**src/rtl/uet_pkg.sv**
```systemverilog
package uet_pkg;
  // Register byte offsets
  localparam logic [11:0] ENV_OFS    = 12'h000;
  localparam logic [11:0] TMO_OFS    = 12'h004;
  localparam logic [11:0] MISC_OFS   = 12'h008;
  localparam logic [11:0] STAT_OFS   = 12'h00C;
  localparam logic [11:0] MASK_OFS   = 12'h010;
  // Envelope fields
  localparam int          ENV_W      = 4;
  localparam int          ENV_M_LSB  = 0;
  localparam int          ENV_S_LSB  = 8;
  localparam logic [3:0]  ENV_RST    = 4'h0;
  // Timeout field
  localparam int          TMO_W      = 18;
  localparam logic [17:0] TMO_RST    = 18'h0_0000;
  // Control and event bits
  localparam int          OVR_BIT    = 0;
  localparam int          EV_TMO     = 0;
  localparam int          EV_ENV     = 1;
  localparam int          EV_W       = 2;
  localparam logic [1:0]  EV_RST     = 2'h0;
  localparam logic [31:0] ZERO32     = 32'h0000_0000;
  typedef enum logic [2:0] {
    ST_IDLE  = 3'b001,
    ST_ENV   = 3'b010,
    ST_BURST = 3'b100
  } uet_state_t;
endpackage : uet_pkg

```
**src/rtl/uet_top.sv**
```systemverilog
`timescale 1ns/1ps
module uet_top #(
  parameter logic [3:0] DEFAULT_ENV = 4'h3
) (
  input  wire logic        core_clk_i,
  input  wire logic        reset_i,
  input  wire logic        psel_i,
  input  wire logic        penable_i,
  input  wire logic        pwrite_i,
  input  wire logic [11:0] paddr_i,
  input  wire logic [31:0] pwdata_i,
  output logic      [31:0] prdata_o,
  output logic             pready_o,
  output logic             pslverr_o,
  input  wire logic        burst_start_i,
  input  wire logic        burst_data_in_i,
  input  wire logic        burst_slave_i,
  input  wire logic        burst_end_i,
  input  wire logic        pio_wait_i,
  input  wire logic        io_ready_i,
  output logic             dma_acknowledge_pin_n_o,
  output logic             host_write_strobe_n_o,
  output logic             host_read_strobe_n_o,
  output logic             pio_timeout_o,
  output logic             irq_o
);

  logic [3:0]             master_envelope_count;
  logic [3:0]             slave_envelope_count;
  logic [17:0]            tmo_limit;
  logic                   timing_override_bit;
  logic [1:0]             irq_status;
  logic [1:0]             irq_mask;
  logic [1:0]             ev_set;
  uet_pkg::uet_state_t    state;
  logic [3:0]             env_cnt;
  logic                   dir_in;
  logic [17:0]            tmo_cnt;
  logic                   tmo_fired;
  logic                   wr_en;
  logic                   rd_setup;
  logic                   env_done;
  logic [3:0]             next_env;
  logic [31:0]            next_rdata;
  logic                   next_err;

  assign wr_en    = psel_i & penable_i & pready_o & pwrite_i;
  assign rd_setup = psel_i & ~penable_i;
  assign env_done = (state == uet_pkg::ST_ENV) && (env_cnt == 4'h0);

  always_comb begin
    if (!timing_override_bit) begin
      next_env = DEFAULT_ENV;
    end else if (burst_slave_i) begin
      next_env = slave_envelope_count;
    end else begin
      next_env = master_envelope_count;
    end
  end

  // Register file; reserved bits are never stored
  always_ff @(posedge core_clk_i or posedge reset_i) begin
    if (reset_i) begin
      master_envelope_count <= uet_pkg::ENV_RST;
      slave_envelope_count  <= uet_pkg::ENV_RST;
      tmo_limit             <= uet_pkg::TMO_RST;
      timing_override_bit   <= 1'b0;
      irq_mask              <= uet_pkg::EV_RST;
    end else if (wr_en) begin
      if (paddr_i == uet_pkg::ENV_OFS) begin
        master_envelope_count <=
          pwdata_i[uet_pkg::ENV_M_LSB +: uet_pkg::ENV_W];
        slave_envelope_count  <=
          pwdata_i[uet_pkg::ENV_S_LSB +: uet_pkg::ENV_W];
      end else if (paddr_i == uet_pkg::TMO_OFS) begin
        tmo_limit <= pwdata_i[uet_pkg::TMO_W-1:0];
      end else if (paddr_i == uet_pkg::MISC_OFS) begin
        timing_override_bit <= pwdata_i[uet_pkg::OVR_BIT];
      end else if (paddr_i == uet_pkg::MASK_OFS) begin
        irq_mask <= pwdata_i[uet_pkg::EV_W-1:0];
      end
    end
  end

  always_comb begin
    next_rdata = uet_pkg::ZERO32;
    next_err   = 1'b0;
    if (paddr_i == uet_pkg::ENV_OFS) begin
      next_rdata[uet_pkg::ENV_M_LSB +: uet_pkg::ENV_W] =
        master_envelope_count;
      next_rdata[uet_pkg::ENV_S_LSB +: uet_pkg::ENV_W] =
        slave_envelope_count;
    end else if (paddr_i == uet_pkg::TMO_OFS) begin
      next_rdata[uet_pkg::TMO_W-1:0] = tmo_limit;
    end else if (paddr_i == uet_pkg::MISC_OFS) begin
      next_rdata[uet_pkg::OVR_BIT] = timing_override_bit;
    end else if (paddr_i == uet_pkg::STAT_OFS) begin
      next_rdata[uet_pkg::EV_W-1:0] = irq_status;
    end else if (paddr_i == uet_pkg::MASK_OFS) begin
      next_rdata[uet_pkg::EV_W-1:0] = irq_mask;
    end else begin
      next_err = 1'b1;
    end
  end

  // Answer one cycle after setup, so every access takes two cycles
  always_ff @(posedge core_clk_i or posedge reset_i) begin
    if (reset_i) begin
      pready_o  <= 1'b0;
      pslverr_o <= 1'b0;
      prdata_o  <= uet_pkg::ZERO32;
    end else begin
      pready_o  <= rd_setup;
      pslverr_o <= rd_setup & next_err;
      if (rd_setup && !pwrite_i) begin
        prdata_o <= next_rdata;
      end
    end
  end

  // Burst envelope sequencer
  always_ff @(posedge core_clk_i or posedge reset_i) begin
    if (reset_i) begin
      state                   <= uet_pkg::ST_IDLE;
      env_cnt                 <= 4'h0;
      dir_in                  <= 1'b0;
      dma_acknowledge_pin_n_o <= 1'b1;
      host_write_strobe_n_o   <= 1'b1;
      host_read_strobe_n_o    <= 1'b1;
    end else begin
      case (state)
        uet_pkg::ST_IDLE: begin
          if (burst_start_i) begin
            state                   <= uet_pkg::ST_ENV;
            env_cnt                 <= next_env;
            dir_in                  <= burst_data_in_i;
            dma_acknowledge_pin_n_o <= 1'b0;
            host_write_strobe_n_o   <= 1'b0;
            host_read_strobe_n_o    <= 1'b1;
          end
        end
        uet_pkg::ST_ENV: begin
          if (env_done) begin
            state                 <= uet_pkg::ST_BURST;
            host_write_strobe_n_o <= 1'b1;
            host_read_strobe_n_o  <= ~dir_in;
          end else begin
            env_cnt <= env_cnt - 4'h1;
          end
        end
        uet_pkg::ST_BURST: begin
          if (burst_end_i) begin
            state                   <= uet_pkg::ST_IDLE;
            dma_acknowledge_pin_n_o <= 1'b1;
            host_read_strobe_n_o    <= 1'b1;
          end
        end
        default: begin
          state <= uet_pkg::ST_IDLE;
        end
      endcase
    end
  end

  // Ready timer; fires once per stretched access
  always_ff @(posedge core_clk_i or posedge reset_i) begin
    if (reset_i) begin
      tmo_cnt       <= 18'h0_0000;
      tmo_fired     <= 1'b0;
      pio_timeout_o <= 1'b0;
    end else begin
      pio_timeout_o <= 1'b0;
      if (!pio_wait_i || io_ready_i || tmo_limit == 18'h0_0000) begin
        tmo_cnt   <= 18'h0_0000;
        tmo_fired <= 1'b0;
      end else if (!tmo_fired) begin
        if (tmo_cnt + 18'h0_0001 == tmo_limit) begin
          tmo_fired     <= 1'b1;
          pio_timeout_o <= 1'b1;
        end else begin
          tmo_cnt <= tmo_cnt + 18'h0_0001;
        end
      end
    end
  end

  assign ev_set = {env_done, pio_timeout_o};

  // Set wins over a write-one clear in the same cycle
  always_ff @(posedge core_clk_i or posedge reset_i) begin
    if (reset_i) begin
      irq_status <= uet_pkg::EV_RST;
    end else begin
      for (int i = 0; i < uet_pkg::EV_W; i++) begin
        if (ev_set[i]) begin
          irq_status[i] <= 1'b1;
        end else if (wr_en && paddr_i == uet_pkg::STAT_OFS
                     && pwdata_i[i]) begin
          irq_status[i] <= 1'b0;
        end
      end
    end
  end

  always_ff @(posedge core_clk_i or posedge reset_i) begin
    if (reset_i) begin
      irq_o <= 1'b0;
    end else begin
      irq_o <= |((irq_status | ev_set) & irq_mask);
    end
  end

  // Helper state for the checks below
  logic [4:0] env_seen;
  logic [4:0] env_need;
  always_ff @(posedge core_clk_i or posedge reset_i) begin
    if (reset_i) begin
      env_seen <= 5'h00;
      env_need <= 5'h00;
    end else if (state == uet_pkg::ST_IDLE && burst_start_i) begin
      env_seen <= 5'h00;
      env_need <= {1'b0, next_env} + 5'h01;
    end else if (state == uet_pkg::ST_ENV) begin
      env_seen <= env_seen + 5'h01;
    end
  end
endmodule : uet_top

```
**config.mk**
```make
export PLATFORM = sky130hd
export DESIGN_NAME = uet_top
export DESIGN_NICKNAME = d
export VERILOG_FILES = /design/src/rtl/uet_pkg.sv /design/src/rtl/uet_top.sv
export SDC_FILE = /design/constraint.sdc
export NUM_CORES = 1
export LEC_CHECK = 0
export ABC_CLOCK_PERIOD_IN_PS = 2600
export BUFFER_PORTS_ARGS = -buffer_cell sky130_fd_sc_hd__buf_2
export CAP_MARGIN = 10
export CORE_MARGIN = 10
export CORE_UTILIZATION = 50
export DETAILED_ROUTE_END_ITERATION = 12
export GPL_TIMING_DRIVEN = 0
export PLACE_DENSITY = 0.89
export SLEW_MARGIN = 10
export SYNTH_ARGS = -nofsm -noshare
export SYNTH_HDL_FRONTEND = slang
export SYNTH_SLANG_ARGS = --single-unit
```
**constraint.sdc**
```tcl
create_clock -name core_clk_i -period 2.6 [get_ports core_clk_i]
set_input_delay 0.52 -clock core_clk_i [delete_from_list [all_inputs] [get_ports core_clk_i]]
set_output_delay 0.52 -clock core_clk_i [all_outputs]
set_load 0.005 [all_outputs]
```
==> results of run 1 <==
worst paths after layout:
check,endpoint,depth (start not counted),start
max reg2reg,tmo_cnt[14],11,tmo_cnt[0]
min,irq_status[1],2,reset_i
min reg2reg,host_read_strobe_n_o,1,dir_in
min in group core_clk_i,pready_o,2,penable_i
max in group asynchronous,slave_envelope_count[1],3,reset_i
max,tmo_cnt[14],11,tmo_cnt[0]
power by group through the flow:
stage / clock network, mW / logic, mW / registers (mW)
3_3_place_gp: 0 / 0.339 / 1.44
2_1_floorplan: 0 / 0.254 / 1.44
3_5_place_dp: 0 / 0.367 / 1.45
6_report: 0.993 / 0.372 / 1.42
5_1_grt: 1.06 / 0.422 / 1.43
4_1_cts: 0.980 / 0.370 / 1.42
state kept, by name, indices dropped and copies added, names as in the netlist, 2 cells and up:
register               flops
env_cnt                    4
irq_status                 2
state                      3
tmo_limit                 18
tmo_cnt                   18
prdata_o                  18
master_envelope_count      4
slave_envelope_count       4
irq_mask                   2
critical path, delay by kind of cell, from the launching register on:
kind,cells,cell delay (ns)
compound gates,3,0.95
simple gates,4,0.58
buf+inv,3,0.42
flops,1,0.41
mux,1,0.35
cell type report:
| type | count | area share |
|---|---|---|
| Buffer | 35 | 0.0410 |
| Multi-Input combinational cell | 339 | 0.423 |
| Sequential cell | 83 | 0.368 |
| Clock buffer | 10 | 0.0243 |
| Tap cell | 108 | 0.0238 |
| Clock inverter | 6 | 0.0126 |
| Inverter | 16 | 0.0112 |
| Timing Repair Buffer | 88 | 0.0961 |
Yosys cell counts, types with 7 or more instances:
master    count
dfrtp_1      79
nand2_1      49
nor2_1       42
mux2_2       30
o21ai_0      28
xnor2_1      25
buf_4        18
inv_1        16
nand3_1      15
a21oi_1      12
clkbuf_1     11
xor2_1       10
a211oi_2      9
nand4_1       8
a22oi_1       7
mux2i_1       7
nor3_1        7
cells by family (layout without fill, tap and decap cells):
| group | Yosys count | in the layout |
|---|---|---|
| fa+ha+maj | 2 | 2 |
| compound gates | 94 | 94 |
| mux | 38 | 38 |
| xor+xnor | 35 | 35 |
| other cells | 1 | 14 |
| simple gates | 156 | 156 |
| buf+inv | 51 | 155 |
| flops | 83 | 83 |
what timing repair did:
item | in CTS | in global routing
buffers inserted | 7 | 14
gates cloned | 1 | 0
resized for setup | 22 | 13
hold buffers | 0 | 0
pin swaps | 13 | 8
endpoints found under the setup margin | 30 | 21
metal layers:
layer	wire (µm)	GRT usage	vias to the layer above
met3	913	0.0434	47
met1	5060	0.222	1941
met2	6440	0.314	202
li1	-	-	1831
met4	440	0.0609	0
met5	0	0	-
==> impl_results.md, run 1 <==
* Worst path cell trace: and4_1, buf_6, nand4_4, mux2_4, a311oi_4, nor4_4, buf_6, buf_12, a2111oi_4, nand3_1, a21oi_1
* Ys async rst share at 1.00
* Die Area at 13,500 µm²
* Largest family of logic cells by synthesized area: simple AND/OR/NAND/NOR gates
* Vias in the first global route at 3,847
* CTS sink count at 83
* Synth Area in XOR/XNOR at 0.0665
* Gr usage total at 0.184
* Hold Vio Cnt, Final at 0
* Antenna violations before repair at 0
* Nets@finish at 629
* Finish-stage setup viols at 12
* DP HPWL at 8920 µm
* Finished Layout Cells at 685
* Adder-Cell Fraction of Synth Area at 0.00543
* Layout fillers at 619
* Pin count of the biggest net entering global routing at 41
* Grt ovf at 0
* Placed Instances at 647
* Most common cell after layout, fill and taps aside: dfrtp_1
* Placed cell area at 5160 µm²
* Ant. Diodes at 0
* Most used cell, CP: buf_6
* Clock buffer count from CTS at 9
* PwrDens at 491 nW/µm²
* Failing checks: setup timing
* Combinational power share at 0.133
* Crit path max fanout at 5
* Mapped Area at 4610 µm²
* DRT antenna net count at 0
* Worst setup margin at -0.180 ns
* Std cell rows at 34
* Clk_skew at 0.0161 ns
* Routability cong. at 0.927
* Net Sw Frac at 0.282
* Period minus WS final at 2.78 ns
* Vias post-DR at 4,021
* Initial DRT Pass Iterations at 5
* Clock share of power at 0.356
* Largest stage delay, worst path at 0.44 ns
* Total power draw at 2.79 mW
* Number of synthesized register bits at 83
* Post-synth EDFFs at 0
* Final wirelength at 12,800 µm
* Clock slew at reported path FFs at 0.09 ns
* Core region area at 8850 µm²
* Worst min path class: in -> async
* Synth Flop Type: dfrtp_1
* Slowest cell on crit path: a2111oi_4
* Die width at 116 µm
* Die Height at 116 µm
* Outcome: finished with violations
* Post-synthesis compound-gate area fraction at 0.153
* Synth Area in Simple Gates at 0.171
* WP data required at 2.90 ns
* First-pass GRT wire length at 19,700 µm
* Final Util at 0.641
* DRC errors left at 0
* Peak VDD IR at 0.254 mV
* Max frequency at 0.360 GHz
* P_leak at 2.61 nW
* Storage cell area at 2090 µm²
* Reg-to-reg slack, setup at -0.18 ns
* Int Power at 2.00 mW
* Mux cell area share after synthesis at 0.0917
* Netlist cell types at 61
* Final Instance Area at 5680 µm²
* CP startpoint kind: flop
* MaxCap Viol Count at 0
* IO Pins at 94
* Warnings, synthesis at 0
* Worst setup EP type: flop
* Largest area contributor in the netlist: dfrtp_1
* Largest cells by area after synthesis: dfrtp_1, mux2_2, xnor2_1, nand2_1, nor2_1
* Vias per cell at 5.87
* CTS tree: built
* Synth top area share at 0.429
* Clock Path Buffers at 2
* CP arrival at 3.08 ns
* Pre-CTS setup slack at -0.453 ns
* RSZ-0062 raised after global routing: true
* Register area share after synthesis at 0.452
* Layout cells sized above 1 at 0.350
* Clk_lat worst skew at 0.37 ns
* Initial core utilization at 0.521
* Commonest cells after routing, fill and taps aside: dfrtp_1, buf_2, nand2_1
* Cells after Synth at 460
* CTS root buf: clkbuf_8
* Seq pwr share at 0.510
* Final setup TNS at -0.549 ns
* Critical path type: reg -> reg
* Fin crit share at 1.07
* Area Growth Syn to Fin at 23.1%
* PortBufs at 64
* Net Sw Power at 786 µW
* Mean Syn Cell Area at 10.0 µm²
* Slew margin rel. at 0.526
* Hold Slack at 0.147 ns
* Multi-input gate area at 2400 µm²
* Routed WL per cell at 18.8 µm
* Fin. max-slew vios at 0
* # H-tree levels at 3
* Actual slew at the worst max-slew pin at 0.705 ns
* DRC marker count from the first detailed-route iteration at 384
(Power assumes the default switching activity.)
==> run 2: changes to the inputs <==
- ABC_CLOCK_PERIOD_IN_PS: 2600 -> 3150
- BUFFER_PORTS_ARGS: -buffer_cell sky130_fd_sc_hd__buf_2 -> unset
- CORE_UTILIZATION: 50 -> 60
- DONT_BUFFER_PORTS: unset -> 1
- PLACE_DENSITY: 0.89 -> 0.88
- clock period: 2.6 -> 3.15 ns (I/O delays scaled with it)
==> run 2 against run 1 <==
  * The run now ends clean
  * Maximum frequency is 5.1% lower
  * Sequential share of layout area is 4.3 points higher
  * Combinational power is 28% lower
  * Non-clock buffer count is 83 lower
  * Die area is 14% lower
  * Cell area is 11% lower
  * Clock power is 19% lower
  * Worst hold slack worse by 0.086 ns
  * Sequential power is 17% lower
  * Register-to-register slack better by 0.40 ns
  * First-iteration DRC count is 45% lower
  * Critical path type unchanged
  * Critical endpoint is now tmo_cnt[7]
==> impl_results.md, run 2 (same netlist as run 1, synthesis figures left out) <==
* Largest regs: prdata_o (18), tmo_cnt (18), tmo_limit (18)
* Fin crit share at 0.930 (-0.140)
* IO Pins at 94 (unchanged)
* Placed cell area at 4810 µm² (-6.7%)
* Final wirelength at 11,400 µm (-11%)
* CTS root buf: clkbuf_8
* Final setup TNS at 0 ns (+0.549 ns)
* Gr usage total at 0.202 (+0.0186)
* DRC marker count from the first detailed-route iteration at 212 (-45%)
* Clk_lat worst skew at 0.37 ns (about the same)
* Nets@finish at 546 (-13%)
* Crit path max fanout at 8 (+3)
* Die Height at 108 µm (-7.2%)
* Pin count of the biggest net entering global routing at 69 (+68%)
* Peak VDD IR at 0.239 mV (-5.6%)
* CP arrival at 3.18 ns (+0.10 ns)
* CP startpoint kind: flop
* Worst setup EP type: flop
* Die Area at 11,600 µm² (-14%)
* Initial core utilization at 0.626 (+0.105)
* Final Instance Area at 5060 µm² (-11%)
* Std cell rows at 31 (-8.8%)
* Period minus WS final at 2.93 ns (+0.148 ns)
* Outcome: completed
* Actual slew at the worst max-slew pin at 0.876 ns (+0.171 ns)
* Clock slew at reported path FFs at 0.09 ns (about the same)
* First-pass GRT wire length at 19,000 µm (-3.7%)
* Antenna violations before repair at 0 (unchanged)
* Critical path type: reg -> reg
* Final Util at 0.687 (+0.0457)
* DRT antenna net count at 0 (unchanged)
* Clock Path Buffers at 2 (unchanged)
* RSZ-0062 raised after global routing: false
* Fin. max-slew vios at 0 (unchanged)
* Clk_skew at 0.0139 ns (-0.00222 ns)
* Layout fillers at 542 (-12%)
* Hold Vio Cnt, Final at 0 (unchanged)
* Die width at 108 µm (-7.2%)
* Slew margin rel. at 0.414 (-0.113)
* Worst min path class: in -> async
* CTS tree: built
* Routability cong. at 0.912 (-1.7%)
* Pre-CTS setup slack at -0.0334 ns (+0.420 ns)
* Total power draw at 2.26 mW (-19%)
* PwrDens at 446 nW/µm² (-9.2%)
* Vias per cell at 6.18 (+5.2%)
* Clock buffer count from CTS at 9 (unchanged)
* Worst setup margin at 0.222 ns (+0.402 ns)
* DRC errors left at 0 (unchanged)
* MaxCap Viol Count at 0 (unchanged)
* Cts hold-fix bufs at 0 (unchanged)
* WP data required at 3.41 ns (+0.51 ns)
* Vias post-DR at 3,662 (-8.9%)
* Routed WL per cell at 19.3 µm (+2.9%)
* Initial DRT Pass Iterations at 5 (unchanged)
* Placed Instances at 573 (-11%)
* Max frequency at 0.341 GHz (-5.1%)
* Core region area at 7370 µm² (-17%)
* P_leak at 2.23 nW (-15%)
* Commonest cells after routing, fill and taps aside: dfrtp_1, nand2_1, nor2_1
* Ant. Diodes at 0 (unchanged)
* PortBufs at 0 (-100%)
* CTS sink count at 83 (unchanged)
* Layout cells sized above 1 at 0.206 (-0.144)
* Hold Slack at 0.0606 ns (-0.0861 ns)
* Finish-stage setup viols at 0 (-12)
* Finished Layout Cells at 593 (-13%)
* Vias in the first global route at 3,727 (-3.1%)
* Grt ovf at 0 (unchanged)
* # H-tree levels at 3 (unchanged)
* Most common cell after layout, fill and taps aside: dfrtp_1
* DP HPWL at 8440 µm (-5.4%)
* Area Growth Syn to Fin at 9.82%
run 2: changes by cell type in the layout (fill, tap and decap cells not counted), moves of 3 or more:
cell	previous run	this run
buf_6	7	2
nor2_1	39	42
buf_12	3	0
dfrtp_1	72	79
buf_2	66	3
dfrtp_2	7	0
nor2_2	3	0
buf_4	35	22
run 2: what timing repair did:
item,4_1_cts,5_1_grt
cloned,0,0
pin swaps,1,2
endpoints found under the setup margin,1,1
setup buffers,0,4
resized for setup,0,2
run 2: power breakdown:
group | internal (mW) | switching [mW] | total [mW] | leakage [nW]
Clock | 0.395 | 0.413 | 0.808 | 0.0995
Sequential | 1.13 | 0.0523 | 1.18 | 1.13
Combinational | 0.105 | 0.164 | 0.269 | 0.993
run 2: area by class of cell:
cell class | instances | area [µm²] | area share
clock inverters | 6 | 71.3 | 0.0141
plain buffers | 35 | 218 | 0.0430
multi-input cells | 339 | 2310 | 0.456
flip-flops and latches | 83 | 2080 | 0.411
repair buffers | 5 | 57.6 | 0.0114
clock buffers | 10 | 138 | 0.0272
inverters | 16 | 62.6 | 0.0124
well taps | 99 | 124 | 0.0245
run 2: worst max-delay path, cell delays in order (launching register included):
cell	delay, ns
dfrtp_1	0.50
ha_1	0.30
and3_1	0.32
nand3_2	0.20
o21ba_2	0.26
o22ai_1	0.26
nor4_4	0.11
a21oi_2	0.44
a311oi_2	0.18
a41o_1	0.24
run 2: per-layer routing:
metal,track usage,part of all wire,vias to the layer above
met5,0,0,-
li1,-,-,1670
met3,0.0491,0.072,23
met4,0.0840,0.024,0
met2,0.333,0.50,155
met1,0.247,0.40,1814
run 2: path summary, 6_finish.rpt:
kind	start	end	slack, ns	cells after the start
min in group core_clk_i	penable_i	pready_o	0.35	1
min reg2reg	dir_in	host_read_strobe_n_o	0.46	1
min	reset_i	pslverr_o	0.06	1
max in group asynchronous	reset_i	tmo_limit[11]	2.50	2
max reg2reg	tmo_cnt[0]	tmo_cnt[7]	0.22	9
max	tmo_cnt[0]	tmo_cnt[7]	0.22	9
==> run 3: changes to the inputs <==
- CTS_BUF_LIST: unset -> sky130_fd_sc_hd__clkbuf_16
==> run 3 against run 2 <==
  * Clock skew down 0.0023 ns
  * Largest cell class unchanged
  * Global-route usage up 0.96 points
  * Critical path depth up 1
  * Die area unchanged
  * Cell count unchanged
  * Sequential power about the same
  * Clock power up 32%
==> impl_results.md, run 3 (same netlist as run 1, synthesis figures left out) <==
* Placed Instances at 573 (unchanged)
* Layout cells sized above 1 at 0.204 (-0.00202)
* DRC marker count from the first detailed-route iteration at 303 (+43%)
* Seq pwr share at 0.466 (-0.057)
* Pin count of the biggest net entering global routing at 69 (unchanged)
* CP arrival at 3.16 ns (-0.02 ns)
* PortBufs at 0 (unchanged)
* Most common cell after layout, fill and taps aside: dfrtp_1
* Clock slew at reported path FFs at 0.07 ns (-0.02 ns)
* DP HPWL at 8440 µm (unchanged)
* Clock buffer count from CTS at 9 (unchanged)
* First-pass GRT wire length at 19,600 µm (+3.1%)
* CTS sink count at 83 (unchanged)
* Vias in the first global route at 3,776 (+1.3%)
* Reg-to-reg slack, setup at 0.20 ns (-0.02 ns)
* Max frequency at 0.339 GHz (-0.80%)
* MaxCap Viol Count at 0 (unchanged)
* Vias per cell at 6.41 (+3.9%)
* Finish-stage setup viols at 0 (unchanged)
* Vias post-DR at 3,804 (+3.9%)
* Layout fillers at 512 (-5.5%)
* Grt ovf at 0 (unchanged)
* Area Growth Syn to Fin at 11.8%
* CTS tree: built
* Fin. max-slew vios at 0 (unchanged)
* PwrDens at 493 nW/µm² (+11%)
* Final wirelength at 11,900 µm (+4.3%)
* Std cell rows at 31 (unchanged)
* Routed WL per cell at 20.1 µm (+4.3%)
* Crit path max fanout at 7 (-1)
* Clock Path Buffers at 2 (unchanged)
* Antenna violations before repair at 0 (unchanged)
* Net Sw Power at 690 µW (+9.6%)
* Hold Slack at 0.0844 ns (+0.0238 ns)
* Combinational power share at 0.114 (-0.005)
* Clk_skew at 0.0116 ns (-0.00233 ns)
* Clock share of power at 0.421 (+0.063)
* # H-tree levels at 3 (unchanged)
* Slew margin rel. at 0.431 (+0.0172)
* R2R Path Start: tmo_cnt[0]
* RSZ-0062 raised after global routing: false
* Hold Vio Cnt, Final at 0 (unchanged)
* Final setup TNS at 0 ns (unchanged)
* Int Power at 1.85 mW (+14%)
* Core region area at 7370 µm² (unchanged)
* Crit Reg-Reg Endpoint: tmo_cnt[14]
* Initial DRT Pass Iterations at 5 (unchanged)
* Die Height at 108 µm (unchanged)
* Initial core utilization at 0.626 (unchanged)
* Nets@finish at 546 (unchanged)
* Clk_lat worst skew at 0.35 ns (-0.02 ns)
* Finished Layout Cells at 593 (unchanged)
* IO Pins at 94 (unchanged)
* Critical path type: reg -> reg
* Ant. Diodes at 0 (unchanged)
* Worst setup EP type: flop
* Net Sw Frac at 0.271 (-0.00776)
* Worst r2r path cells at 10 (+1)
* DRC errors left at 0 (unchanged)
* Gr usage total at 0.212 (+0.00956)
* WP data required at 3.35 ns (-0.06 ns)
* Worst min path class: in -> async
* Outcome: completed
* Die width at 108 µm (unchanged)
* CP startpoint kind: flop
* CTS root buf: clkbuf_16
* Fin crit share at 0.937 (+0.00754)
* Die Area at 11,600 µm² (unchanged)
* P_leak at 2.27 nW (+1.8%)
* Period minus WS final at 2.95 ns (+0.0237 ns)
* Commonest cells after routing, fill and taps aside: dfrtp_1, nand2_1, nor2_1
* Actual slew at the worst max-slew pin at 0.850 ns (-0.0257 ns)
* Final Util at 0.699 (+0.0124)
* DRT antenna net count at 0 (unchanged)
* Peak VDD IR at 0.307 mV (+28%)
* Routability cong. at 0.912 (unchanged)
* Largest regs: prdata_o (18), tmo_cnt (18), tmo_limit (18)
## run 3: cell type report
class | count | area [µm²] | area share
tap | 99 | 124 | 0.0240
inverter | 16 | 62.6 | 0.0121
timing repair buffer | 5 | 57.6 | 0.0112
multi-input combinational | 339 | 2310 | 0.448
clock buffer | 9 | 225 | 0.0437
sequential | 83 | 2080 | 0.404
buffer | 35 | 218 | 0.0422
clock inverter | 7 | 75.1 | 0.0146
## run 3: worst max path at each step
stage	start	end	slack, ns	cells after the start
final	tmo_cnt[0]	tmo_cnt[14]	0.20	10
after detailed placement	paddr_i[9]	tmo_limit[0]	-0.03	7
after floorplan	reset_i	dir_in	0.39	1
after global routing	paddr_i[9]	tmo_limit[0]	0.03	7
after global placement	reset_i	prdata_o[4]	-0.40	1
after CTS	tmo_cnt[0]	tmo_cnt[7]	0.11	9
## run 3: per-stage QoR
stage | power, mW | area, µm² | setup slack, ns
floorplan | 1.39 | 4660 | 0.390
detailed placement | 1.46 | 4810 | -0.0334
global route | 2.65 | 5150 | 0.0315
finish | 2.54 | 5150 | 0.198
CTS | 2.55 | 5110 | 0.112
global placement | 1.43 | 4780 | -0.400
## run 3: worst max-delay path: stages, from the launching register on
cell	delay, ns
dfrtp_1	0.48
ha_1	0.30
and3_1	0.33
nand3_2	0.20
o21ba_2	0.26
o22ai_1	0.27
nor4_4	0.11
buf_4	0.17
a2111oi_4	0.45
a21o_1	0.18
a21oi_1	0.06
## run 3: power by group through the flow
stage / logic (mW) / clock network [mW] / registers (mW)
after floorplan: 0.209 / 0 / 1.18
after global placement: 0.239 / 0 / 1.20
after detailed placement: 0.260 / 0 / 1.20
after CTS: 0.286 / 1.08 / 1.18
after global routing: 0.325 / 1.13 / 1.19
final: 0.289 / 1.07 / 1.18
## run 3: repair_timing
item                                    in CTS  in global routing
pin swaps                                    1                  2
resized for setup                            0                  2
setup buffers                                0                  4
endpoints found under the setup margin       1                  1
hold buffers                                 0                  0
cloned                                       0                  0
## run 3: metal layers
metal | part of all wire | up-vias | track usage
met2 | 0.50 | 224 | 0.346
met1 | 0.38 | 1850 | 0.252
met5 | 0 | - | 0
met3 | 0.087 | 52 | 0.0539
met4 | 0.037 | 0 | 0.107
li1 | - | 1678 | -
